### config.mk
export PLATFORM = sky130hd
export DESIGN_NAME = codec_serial_port
export DESIGN_NICKNAME = d
export VERILOG_FILES = /design/src/design/codec_port_pkg.sv /design/src/design/codec_serial_port.sv /design/src/design/codec_link_sync.sv
export VERILOG_INCLUDE_DIRS = /design/src /design/src/design
export SDC_FILE = /design/constraint.sdc
export NUM_CORES = 1
export LEC_CHECK = 0
export BUFFER_PORTS_ARGS = -buffer_cell sky130_fd_sc_hd__buf_2
export CELL_PAD_IN_SITES_DETAIL_PLACEMENT = 1
export CELL_PAD_IN_SITES_GLOBAL_PLACEMENT = 1
export CORE_ASPECT_RATIO = 0.6
export CORE_MARGIN = 3
export CORE_UTILIZATION = 42
export DETAILED_ROUTE_END_ITERATION = 6
export GPL_ROUTABILITY_DRIVEN = 0
export PLACE_DENSITY = 0.75
export SLEW_MARGIN = 20
export SYNTH_ARGS = -nofsm -noshare
export SYNTH_HDL_FRONTEND = slang
export SYNTH_HIERARCHICAL = 1
export SYNTH_SLANG_ARGS = --single-unit
### constraint.sdc
create_clock -name i_clk -period 2.8 [get_ports i_clk]
set_input_delay 0.14 -clock i_clk [delete_from_list [all_inputs] [get_ports i_clk]]
set_output_delay 0.14 -clock i_clk [all_outputs]
set_load 0.01 [all_outputs]
### src/design/codec_port_defines.svh
// Notes on behaviour
// - Every conversion period carries one sample-only primary frame
// - Secondary frame only after hardware or LSB request
// - Control 1 bit picks 15/16-bit; reset 15-bit
// - 15-bit mode: word LSB 1 requests secondary
// - 16-bit mode: all bits data, hardware request only
// - Frame sync low while 16 bits exchanged
// - Control registers change only in secondary frames
// - Register zero address is a null operation
// - Secondary write takes input; read shifts register out
// - Hardware request sampled at frame sync rise
// - Secondary frame sync falls 128 bit clocks in
// - Control 1 bits select ADC and monitor inputs
// - Control 4 field sets input amplifier gain
// - No read: low secondary output byte is zero
// - Words shift MSB first, two's complement samples
// - Frame every 256 bit clocks
`ifndef CODEC_PORT_DEFINES_SVH
`define CODEC_PORT_DEFINES_SVH

// ----------------------------------------------------------------
// Frame timing, in bit clock positions
// ----------------------------------------------------------------
`define CNT_LAST     8'hFF
`define PRI_FIRST    8'h00
`define PRI_LASTBIT  8'h0F
`define PRI_END      8'h10
`define SEC_PREV     8'h7F
`define SEC_FIRST    8'h80
`define SEC_HALF     8'h87
`define SEC_DATA     8'h88
`define SEC_LASTBIT  8'h8F
`define SEC_END      8'h90
`define CNT_STEP     8'h01

// ----------------------------------------------------------------
// Secondary word layout
// ----------------------------------------------------------------
`define SEC_RW_BIT    13
`define SEC_ADDR_HI   12
`define SEC_ADDR_LO   8
`define SEC_RW_EARLY  5
`define SEC_ADDR_EHI  4
`define REG_NULL      5'h00
`define REG_MAX       5'h04
`define REG_ONE       5'h01
`define ZERO_BYTE     8'h00
`define CTL_RESET     8'h00
`define WORD_RESET    16'h0000

// ----------------------------------------------------------------
// Control register fields
// ----------------------------------------------------------------
`define CTL1_IDX       0
`define CTL4_IDX       3
`define CTL1_WORD16    0
`define CTL1_ADC_AUX   4
`define CTL1_MON_AUX   5
`define CTL4_GAIN_HI   1
`define CTL4_GAIN_LO   0

// ----------------------------------------------------------------
// Wishbone register map
// ----------------------------------------------------------------
`define WB_CTRL      4'h0
`define WB_ADC       4'h4
`define WB_DAC       4'h8
`define WB_STAT      4'hC
`define WB_EN_RESET  1'b1
`define WB_ZERO      32'h0000_0000

`endif

### src/design/codec_port_pkg.sv
package codec_port_pkg;

  typedef logic [15:0] word_t;
  typedef logic [7:0]  ctl_byte_t;

  // Which kind of frame the port is in
  typedef enum logic [1:0] {
    FR_NONE,
    FR_PRIMARY,
    FR_SECONDARY
  } frame_kind_t;

endpackage

### src/design/codec_serial_port.sv
// Implementation choices: the address map and register access over Wishbone.
`timescale 1ns/1ps
`default_nettype none
`include "codec_port_defines.svh"

module codec_serial_port
  import codec_port_pkg::*;
(
  input  wire logic        i_clk,
  input  wire logic        i_rst_b,
  input  wire logic        i_sclk,
  input  wire logic        i_din,
  input  wire logic        i_hw_secondary_request,
  input  wire logic        i_wb_cyc,
  input  wire logic        i_wb_stb,
  input  wire logic        i_wb_we,
  input  wire logic [3:0]  i_wb_adr,
  input  wire logic [3:0]  i_wb_sel,
  input  wire logic [31:0] i_wb_dat,
  output logic             o_wb_ack,
  output logic      [31:0] o_wb_dat,
  output logic             o_frame_sync,
  output logic             o_dout,
  output logic             o_dout_oe,
  output logic      [15:0] o_dac_word,
  output logic             o_dac_valid,
  output logic             o_adc_aux_sel,
  output logic             o_mon_aux_sel,
  output logic      [1:0]  o_input_gain
);

  // ----------------------------------------------------------------
  // Synchronised link inputs
  // ----------------------------------------------------------------
  logic [2:0] lvl;
  logic       sclk_lvl, din_lvl, fc_lvl;

  codec_link_sync u_sync (
    .i_clk   (i_clk),
    .i_rst_b (i_rst_b),
    .i_async ({i_hw_secondary_request, i_din, i_sclk}),
    .o_level (lvl)
  );

  assign sclk_lvl = lvl[0];
  assign din_lvl  = lvl[1];
  assign fc_lvl   = lvl[2];

  // ----------------------------------------------------------------
  // State
  // ----------------------------------------------------------------
  logic              sclk_prev_q;
  logic              sclk_rise, sclk_fall;
  logic [7:0]        cnt_q, cnt_d;
  frame_kind_t       fr_q, fr_d;
  logic              sec_q, sec_d;
  word_t             tx_q, tx_d;
  word_t             rx_q, rx_d;
  logic [3:0][7:0]   ctl_q, ctl_d;
  word_t             dac_q, dac_d;
  logic              vld_q, vld_d;
  logic              fs_q, fs_d;
  logic              dout_q, dout_d;
  logic              oe_q, oe_d;
  logic              mode16;
  logic [4:0]        early_addr, full_addr;
  ctl_byte_t         rd_byte;

  logic              en_q, en_d;
  word_t             adc_q, adc_d;
  logic              ack_q, ack_d;
  logic [31:0]       wdat_q, wdat_d;
  logic [31:0]       rdat;

  assign sclk_rise = sclk_lvl & ~sclk_prev_q;
  assign sclk_fall = ~sclk_lvl & sclk_prev_q;
  assign mode16    = ctl_q[`CTL1_IDX][`CTL1_WORD16];

  // Address known after the first byte of a secondary word arrives
  assign early_addr = rx_q[`SEC_ADDR_EHI:0];
  assign full_addr  = rx_q[`SEC_ADDR_HI:`SEC_ADDR_LO];

  // ----------------------------------------------------------------
  // Read-back byte for a secondary read
  // ----------------------------------------------------------------
  // Pseudo-register zero and unused addresses read as zero
  always_comb begin
    rd_byte = `ZERO_BYTE;
    if (rx_q[`SEC_RW_EARLY] && early_addr != `REG_NULL &&
        early_addr <= `REG_MAX) begin
      rd_byte = ctl_q[2'(early_addr - `REG_ONE)];
    end
  end

  // ----------------------------------------------------------------
  // Frame sequencer and shifters
  // ----------------------------------------------------------------
  // While enabled, everything moves on bit clock edges found in the system clock
  always_comb begin
    cnt_d  = cnt_q;
    fr_d   = fr_q;
    sec_d  = sec_q;
    tx_d   = tx_q;
    rx_d   = rx_q;
    ctl_d  = ctl_q;
    dac_d  = dac_q;
    vld_d  = 1'b0;
    fs_d   = fs_q;
    dout_d = dout_q;
    oe_d   = oe_q;
    if (!en_q) begin
      // Parked so the next enabled rise opens a primary frame
      cnt_d  = `CNT_LAST;
      fr_d   = FR_NONE;
      sec_d  = 1'b0;
      fs_d   = 1'b1;
      oe_d   = 1'b0;
      dout_d = 1'b0;
    end else begin
      if (sclk_fall && fr_q != FR_NONE) begin
        rx_d = {rx_q[14:0], din_lvl};
      end
      if (sclk_rise) begin
        cnt_d = cnt_q + `CNT_STEP;
        tx_d  = {tx_q[14:0], 1'b0};
        case (cnt_d)
          `PRI_FIRST: begin
            fr_d = FR_PRIMARY;
            tx_d = adc_q;
          end
          `PRI_END: begin
            fr_d  = FR_NONE;
            vld_d = 1'b1;
            // LSB is a control bit only in 15-bit mode
            dac_d = mode16 ? rx_q : {rx_q[15:1], 1'b0};
            sec_d = fc_lvl | (~mode16 & rx_q[0]);
          end
          `SEC_FIRST: begin
            if (sec_q) begin
              fr_d = FR_SECONDARY;
              tx_d = `WORD_RESET;
            end
          end
          `SEC_DATA: begin
            if (fr_q == FR_SECONDARY) begin
              tx_d = {rd_byte, `ZERO_BYTE};
            end
          end
          `SEC_END: begin
            if (fr_q == FR_SECONDARY) begin
              fr_d  = FR_NONE;
              sec_d = 1'b0;
              if (!rx_q[`SEC_RW_BIT] && full_addr != `REG_NULL &&
                  full_addr <= `REG_MAX) begin
                ctl_d[2'(full_addr - `REG_ONE)] = rx_q[7:0];
              end
            end
          end
          default: ;
        endcase
        fs_d   = (fr_d == FR_NONE);
        oe_d   = ~fs_d;
        dout_d = tx_d[15];
      end
    end
  end

  always_ff @(posedge i_clk or negedge i_rst_b) begin
    if (!i_rst_b) begin
      sclk_prev_q <= 1'b0;
      cnt_q       <= `CNT_LAST;
      fr_q        <= FR_NONE;
      sec_q       <= 1'b0;
      tx_q        <= `WORD_RESET;
      rx_q        <= `WORD_RESET;
      ctl_q       <= {4{`CTL_RESET}};
      dac_q       <= `WORD_RESET;
      vld_q       <= 1'b0;
      fs_q        <= 1'b1;
      dout_q      <= 1'b0;
      oe_q        <= 1'b0;
    end else begin
      sclk_prev_q <= sclk_lvl;
      cnt_q       <= cnt_d;
      fr_q        <= fr_d;
      sec_q       <= sec_d;
      tx_q        <= tx_d;
      rx_q        <= rx_d;
      ctl_q       <= ctl_d;
      dac_q       <= dac_d;
      vld_q       <= vld_d;
      fs_q        <= fs_d;
      dout_q      <= dout_d;
      oe_q        <= oe_d;
    end
  end

  // ----------------------------------------------------------------
  // Wishbone slave
  // ----------------------------------------------------------------
  // Read mux; unmapped offsets read as zero
  always_comb begin
    case (i_wb_adr)
      `WB_CTRL: rdat = {29'h0, mode16, sec_q, en_q};
      `WB_ADC:  rdat = {16'h0, adc_q};
      `WB_DAC:  rdat = {16'h0, dac_q};
      `WB_STAT: rdat = ctl_q;
      default:  rdat = `WB_ZERO;
    endcase
  end

  // One wait state; ack drops the cycle after it is given
  always_comb begin
    ack_d  = i_wb_cyc & i_wb_stb & ~ack_q;
    wdat_d = ack_d ? rdat : `WB_ZERO;
    en_d   = en_q;
    adc_d  = adc_q;
    if (ack_d && i_wb_we) begin
      case (i_wb_adr)
        `WB_CTRL: begin
          if (i_wb_sel[0]) begin
            en_d = i_wb_dat[0];
          end
        end
        `WB_ADC: begin
          if (i_wb_sel[0]) begin
            adc_d[7:0] = i_wb_dat[7:0];
          end
          if (i_wb_sel[1]) begin
            adc_d[15:8] = i_wb_dat[15:8];
          end
        end
        default: ;
      endcase
    end
  end

  always_ff @(posedge i_clk or negedge i_rst_b) begin
    if (!i_rst_b) begin
      ack_q  <= 1'b0;
      wdat_q <= `WB_ZERO;
      en_q   <= `WB_EN_RESET;
      adc_q  <= `WORD_RESET;
    end else begin
      ack_q  <= ack_d;
      wdat_q <= wdat_d;
      en_q   <= en_d;
      adc_q  <= adc_d;
    end
  end

  // ----------------------------------------------------------------
  // Outputs
  // ----------------------------------------------------------------
  assign o_wb_ack      = ack_q;
  assign o_wb_dat      = wdat_q;
  assign o_frame_sync  = fs_q;
  assign o_dout        = dout_q;
  assign o_dout_oe     = oe_q;
  assign o_dac_word    = dac_q;
  assign o_dac_valid   = vld_q;
  assign o_adc_aux_sel = ctl_q[`CTL1_IDX][`CTL1_ADC_AUX];
  assign o_mon_aux_sel = ctl_q[`CTL1_IDX][`CTL1_MON_AUX];
  assign o_input_gain  =
    ctl_q[`CTL4_IDX][`CTL4_GAIN_HI:`CTL4_GAIN_LO];

  logic step;
  assign step = en_q & sclk_rise;
endmodule

`default_nettype wire

### src/design/codec_link_sync.sv
`timescale 1ns/1ps
`default_nettype none

module codec_link_sync (
  input  wire logic       i_clk,
  input  wire logic       i_rst_b,
  input  wire logic [2:0] i_async,
  output logic      [2:0] o_level
);

  logic [2:0] s1_q, s2_q, s3_q, lvl_q;
  logic [2:0] lvl_d;

  // ----------------------------------------------------------------
  // Level accepted only once stages two and three agree
  // ----------------------------------------------------------------
  // Stage one feeds stage two alone, so metastability stays contained
  always_comb begin
    lvl_d = (s2_q & s3_q) | (lvl_q & (s2_q ^ s3_q));
  end

  always_ff @(posedge i_clk or negedge i_rst_b) begin
    if (!i_rst_b) begin
      s1_q  <= 3'h0;
      s2_q  <= 3'h0;
      s3_q  <= 3'h0;
      lvl_q <= 3'h0;
    end else begin
      s1_q  <= i_async;
      s2_q  <= s1_q;
      s3_q  <= s2_q;
      lvl_q <= lvl_d;
    end
  end

  assign o_level = lvl_q;

endmodule

`default_nettype wire

=== Yosys cells after proc, flatten, opt, wreduce, memory -nomap -nowiden ===
Cells that the tools add are included.

* Register bits after elaboration: 157
* Input port bits: 48
* Logic and storage cells: 114

* $add $sub $neg: 3
* Magnitude comparators: 5
* Equal/unequal tests: 11
* Muxes and demuxes: 34
* Bitwise gates (word level): 15
* Reductions and logical operators: 22

{| class="wikitable"
|+ Operators by type and width
! operator !! count
|-
| 32-bit one-hot mux with 4 select lines || 1
|-
| 16-bit one-hot mux with 3 select lines || 1
|-
| 8-bit two-way mux || 5
|-
| 32-bit bitwise mux || 1
|-
| 16-bit two-way mux || 2
|-
| 32-bit two-way mux || 1
|-
| 8-bit equality test (second input constant) || 3
|-
| 8-bit binary-select mux with 2-bit select || 1
|-
| 8-bit demux with 2-bit select || 1
|-
| 3-bit AND reduction || 5
|-
| 1-bit two-way mux || 13
|-
| 2-bit two-way mux || 6
|-
| 5-bit by 3-bit less-or-equal comparator with 1-bit output (second input constant) || 2
|-
| 5-bit nonzero test || 2
|-
| 8-bit by 1-bit adder with 8-bit output (second input constant) || 1
|-
| 4-bit equality test (second input constant) || 2
|-
| 8-bit by 5-bit equality test with 1-bit output (second input constant) || 1
|-
| 8-bit zero test || 1
|-
| 2-bit one-hot mux with 4 select lines || 1
|-
| 1-bit logical AND || 7
|-
| 3-bit AND || 2
|-
| 2-bit by 3-bit < comparator with 1-bit output (second input constant) || 2
|-
| 1-bit AND || 5
|-
| 1-bit inverter || 5
|-
| other kinds (17) || 19
|}

=== Logic depth before layout (Yosys ltp) ===
* Depth after elaboration: 9
* Mapped depth: 8
* Gate-level depth less buffers: 6

=== By module ===
Netlist, hierarchy kept.

{| class="wikitable"
|+ Modules (own cells, without submodules)
! module !! times used !! cells each !! area an instance (um2) !! sequential area each (um2)
|-
| codec_serial_port || 1 || 506 || 6,485.0 || 3,641.0
|-
| codec_link_sync || 1 || 18 || 360.3 || 300.3
|}

=== Worst setup path before layout ===
Ideal clock, no wire load.

* Path kind: reg2reg
* Start: register rx_q[0]
* End: register dout_q, in the netlist o_dout
* Arrival time: 2,683 ps
* Required time: 2,674 ps
* Path slack: -9 ps
* Stages on the path, launching flop included: 9
* Buffers on the path: 3
* Cells stage by stage: dfrtp_1 -> clkbuf_1 -> buf_1 -> inv_1 -> ha_1 -> buf_1 -> mux4_2 -> a32o_1 -> a221o_1

* Cells in the longest elaborated chain, start to end: 8
* Elaborated cells between the ends (all ways): 12
* Classes of those cells: add/sub: 1; order compare: 1; mux: 7; reduce/logical: 3

{| class="wikitable"
|+ Ends and longest elaborated chain
! element !! RTL line !! source
|-
| start, declared || codec_serial_port.sv:58 || <nowiki>word_t rx_q, rx_d;</nowiki>
|-
| start signal, assigned || codec_serial_port.sv:175 || <nowiki>rx_q <= `WORD_RESET;</nowiki>
|-
| start signal, assigned || codec_serial_port.sv:188 || <nowiki>rx_q <= rx_d;</nowiki>
|-
| 2-bit by 1-bit subtractor with 2-bit output (no line) / 5-bit nonzero test (equally long branches) || -- ||
|-
| 8-bit binary-select mux with 2-bit select / 1-bit logical AND (equally long branches) || -- ||
|-
| 8-bit two-way mux / 1-bit logical AND (equally long branches) || -- ||
|-
| 8-bit two-way mux (*) || codec_serial_port.sv:89 || <nowiki>if (rx_q[`SEC_RW_EARLY] && early_addr != `REG_NULL &&</nowiki>
|-
| 16-bit two-way mux (*) || codec_serial_port.sv:145 || <nowiki>if (fr_q == FR_SECONDARY) begin</nowiki>
|-
| 16-bit one-hot mux with 3 select lines (*) || codec_serial_port.sv:126 || <nowiki>case (cnt_d)</nowiki>
|-
| 1-bit two-way mux (*) || codec_serial_port.sv:123 || <nowiki>if (sclk_rise) begin</nowiki>
|-
| 1-bit two-way mux (*) || codec_serial_port.sv:111 || <nowiki>if (!en_q) begin</nowiki>
|-
| end signal, assigned || codec_serial_port.sv:193 || <nowiki>dout_q <= dout_d;</nowiki>
|-
| end, declared || codec_serial_port.sv:63 || <nowiki>logic dout_q, dout_d;</nowiki>
|}

Every way passes the cells marked *; elsewhere a longest branch is shown, timed or not. The select of a mux whose other input is x is not followed.
A chain may end at the register's enable or synchronous reset.

=== Worst setup path in the final report ===
* Start: register cnt_q[0]
* End: register ctl_q, in the netlist o_input_gain[0]

* Cells in the longest elaborated chain, start to end: 3

{| class="wikitable"
|+ Ends and longest elaborated chain
! element !! RTL line !! source
|-
| start, declared || codec_serial_port.sv:54 || <nowiki>logic [7:0] cnt_q, cnt_d;</nowiki>
|-
| start signal, assigned || codec_serial_port.sv:171 || <nowiki>cnt_q <= `CNT_LAST;</nowiki>
|-
| start signal, assigned || codec_serial_port.sv:184 || <nowiki>cnt_q <= cnt_d;</nowiki>
|-
| 8-bit by 1-bit adder with 8-bit output (no line) || -- ||
|-
| 8-bit equality test || codec_serial_port.sv:126 ||
|-
| 5-bit AND reduction (no line) || -- ||
|-
| end signal, assigned || codec_serial_port.sv:176 || <nowiki>ctl_q <= {4{`CTL_RESET}};</nowiki>
|-
| end signal, assigned || codec_serial_port.sv:189 || <nowiki>ctl_q <= ctl_d;</nowiki>
|-
| end, declared || codec_serial_port.sv:59 || <nowiki>logic [3:0][7:0] ctl_q, ctl_d;</nowiki>
|}

Every way passes these cells.

==> impl_metrics.csv <==
group,metric,value,unit
pwr,power.density,599,mW/mm²
outcome,status,"finished with violations",
yosys,async_reset_ff_share,100,%
yosys,synthCells,524,
layout,seq_area,0.00394,mm²
routing,first_pass_iters,7,
yosys,synth.distinct_cells,62,
worst_hold_path,hp-class,"primary input to flip-flop",
timing,rsz0062_at_grt,"no",
floorplanning,coreArea,0.0156,mm²
grt,track_usage,23.3,%
clocking,root_buffer,"clkbuf_16",
worst_setup_path,cp.arrival,2.96,ns
grt,grt.overflow.total,0,
worst_setup_path,slowest_delay,0.65,ns
routing,dr.first_iter.drc_count,469,
clocking,path_clk_slew,0.07,ns
layout,instances_no_fill,858,
routing,vias,5109,
timing,fin_crit_sh,94.6,%
routing,ant_nets,0,
grt,grt_pass1_vias,5368,
yosys,synth_edf_count,0,
yosys,ys_warn_count,6,
floorplanning,dieArea,0.0179,mm²
grt,antenna_found_initial,0,
layout,design_area,0.00838,mm²
place,place_ws,0.164,ns
timing,slew_headroom,38.3,%
worst_setup_path,cp_cell_sequence,"ha_1 -> nand2_2 -> or3_1 -> or2_4 -> or4_4 -> mux2_4",
grt,grt_pass1_wl,31900,µm
routing,drc_errors,4,
layout,num_antenna_cells,0,
clocking,cts_buffers,17,
routing,wl_per_cell,23.6,µm
floorplanning,die_h,105,µm
pwr,ir_drop,0.278,mV
floorplanning,die_width,171,µm
layout,layout.nets,695,
routing,viasPerCell,5.95,
pwr,fin_total_pwr,5.02,mW
layout,drive_gt1_share,37.1,%
timing,timing.final.ws_setup,0.150,ns
timing,finalCriticalPeriod,2.65,ns
place,hpwl,14000,µm
worst_setup_path,critPathLaunchType,"flip-flop",
place,place_inst,806,
timing,tns,0,ns
floorplanning,row_count,35,
timing,worst_pin_slew,0.916,ns
yosys,ys_seq_area_share,57.6,%
yosys,syn-cell-area,0.00685,mm²
worst_setup_path,critPathKind,"flip-flop to flip-flop",
clocking,cts.path.max_buffers,2,
worst_setup_path,cp_slowest_cell,"or4_4",
clocking,htree_levels,4,
routing,routed_wl,20200,µm
floorplanning,floorplan.initialDensity,43.8,%
outcome,violations,"DRC",
job,cap_violations,0,
clocking,numClockSinks,157,
yosys,ys_ff_latch,157,
timing,final_hold_viol_count,0,
floorplanning,boundaryPins,105,
layout,multi_input_area,0.00274,mm²
worst_setup_path,crit_path_end_kind,"flip-flop",
place,placed_cell_area,0.00759,mm²
timing,setup_violations,0,
clocking,cts_setup_buffers,0,
clocking,cts_tree,"yes",
pwr,p_leak,4.14,nW
worst_setup_path,worst_ep_required_time,3.11,ns
grt,grt_max_degree,82,
place,port_buffers,86,
worst_setup_path,cp_max_fo,8,
clocking,clk_latency,0.42,ns
yosys,syn-num-nets,577,
layout,area_growth,22.4,%
timing,max_freq,377,MHz
timing,fin_skew,0.00958,ns
layout,filler_cell_count,1575,
yosys,synth_flop_cell,"dfrtp_1",
timing,slew_viol_final,0,
yosys,avgSynthCellArea,13.1,µm²
## where the power goes
group	switching [mW]	leakage, nW	internal [mW]
Sequential	0.0512	2.13	2.32
Combinational	0.206	1.73	0.134
Clock	1.03	0.289	1.28
Total	1.29	4.14	3.74
## state kept, by name, summed over array words and instances (netlist names), 8 cells and up
name / cells
ctl_q: 28
cnt_q: 8
o_dac_word: 16
tx_q: 15
o_wb_dat: 32
adc_q: 16
rx_q: 16
## through the flow
stage	util (%)	hold WS [ns]
finish	53.6	0.0686
detailed placement	48.6	0.229
floorplan	-	-0.156
global placement	48.6	0.226
global route	53.6	0.0689
CTS	53.6	0.0637
## synth_stat cells, types with 4 or more instances
library cell | instances | share of area [%]
nor2b_1 | 12 | 1.1
clkbuf_1 | 19 | 1.0
dfrtp_1 | 147 | 54
nand2_1 | 27 | 1.5
mux2_4 | 16 | 3.5
xor2_1 | 4 | 0.51
mux4_2 | 8 | 2.6
o211ai_1 | 10 | 1.1
ha_1 | 5 | 0.91
and2_1 | 4 | 0.37
and3_1 | 19 | 1.7
a21o_1 | 7 | 0.77
buf_2 | 5 | 0.37
xnor2_1 | 4 | 0.51
nand3_1 | 11 | 0.80
mux2_2 | 58 | 9.5
dfstp_2 | 10 | 3.8
mux2_1 | 4 | 0.66
a222oi_1 | 13 | 1.9
nand2b_1 | 4 | 0.37
a21oi_1 | 6 | 0.44
a22oi_1 | 14 | 1.5
a221o_1 | 8 | 1.2
nor2_1 | 26 | 1.4
inv_1 | 7 | 0.38
o311ai_0 | 7 | 0.90
nor3_1 | 6 | 0.44
o21ai_0 | 8 | 0.58
nand4_1 | 10 | 0.91
## area by class of cell
type                    count  area share [%]
well taps                 203            3.03
multi-input cells         329            32.7
flip-flops and latches    157            47.0
clock inverters            14            1.81
clock buffers              18            5.24
inverters                   7           0.313
repair buffers            130            9.90
## critical path, delay by kind of cell, from the launching register on
kind                       cells  cell delay, ns
adders and majority gates      1            0.22
DFF                            1            0.57
muxes                          1            0.34
and+or+nand+nor                4            1.39
## cell families after synthesis
family / Yosys count / synth area share, %
AO/OA/AOI/OAI: 92 / 10.6
XOR/XNOR: 8 / 1.02
adder cells (fa/ha/maj): 5 / 0.914
buffers and inverters: 38 / 2.56
flip-flops: 157 / 57.6
multiplexers: 88 / 16.6
AND/OR/NAND/NOR: 136 / 10.7
## cells in the final DEF, fill, tap and decap left out, types with 10 or more instances in the layout
cell           synthesis  routed
dfrtp_1              147     147
clkbuf_16              0      17
a222oi_1              13      13
dfstp_2               10      10
nand3_1               11      11
nor2b_1               12      12
nor2_1                26      26
nand4_1               10      10
mux2_2                58      58
and3_1                19      19
nand2_1               27      27
mux2_4                16      16
dlygate4sd3_1          0      20
buf_2                  5      85
buf_4                  3      23
a22oi_1               14      14
o211ai_1              10      10
## path summary, 6_finish.rpt
| check | startpoint | cells past startpoint | endpoint | slack (ns) |
|---|---|---|---|---|
| max in group asynchronous | i_rst_b | 3 | cnt_q[3] | 1.60 |
| setup reg to reg | cnt_q[0] | 6 | o_input_gain[0] | 0.15 |
| hold / removal | i_wb_sel[0] | 3 | en_q | 0.07 |
| min in group asynchronous | i_rst_b | 2 | o_wb_dat[5] | 0.32 |
| hold reg to reg | u_sync/s1_q[0] | 0 | u_sync/s2_q[0] | 0.35 |
| setup / recovery | cnt_q[0] | 6 | o_input_gain[0] | 0.15 |
## repair_timing
action / in CTS / in global routing
hold endpoints to repair: 95 / 0
gates resized for setup: 0 / 0
hold buffers: 20 / 0
## per-layer routing
| layer | track usage [%] | wire, µm | up-vias |
|---|---|---|---|
| li1 | - | - | 2213 |
| met1 | 34.3 | 9150 | 2674 |
| met2 | 35.4 | 9290 | 196 |
| met3 | 4.57 | 1430 | 26 |
| met4 | 6.14 | 361 | 0 |
| met5 | 0 | 0 | - |
Note: power is estimated with default switching activity, not from simulation.
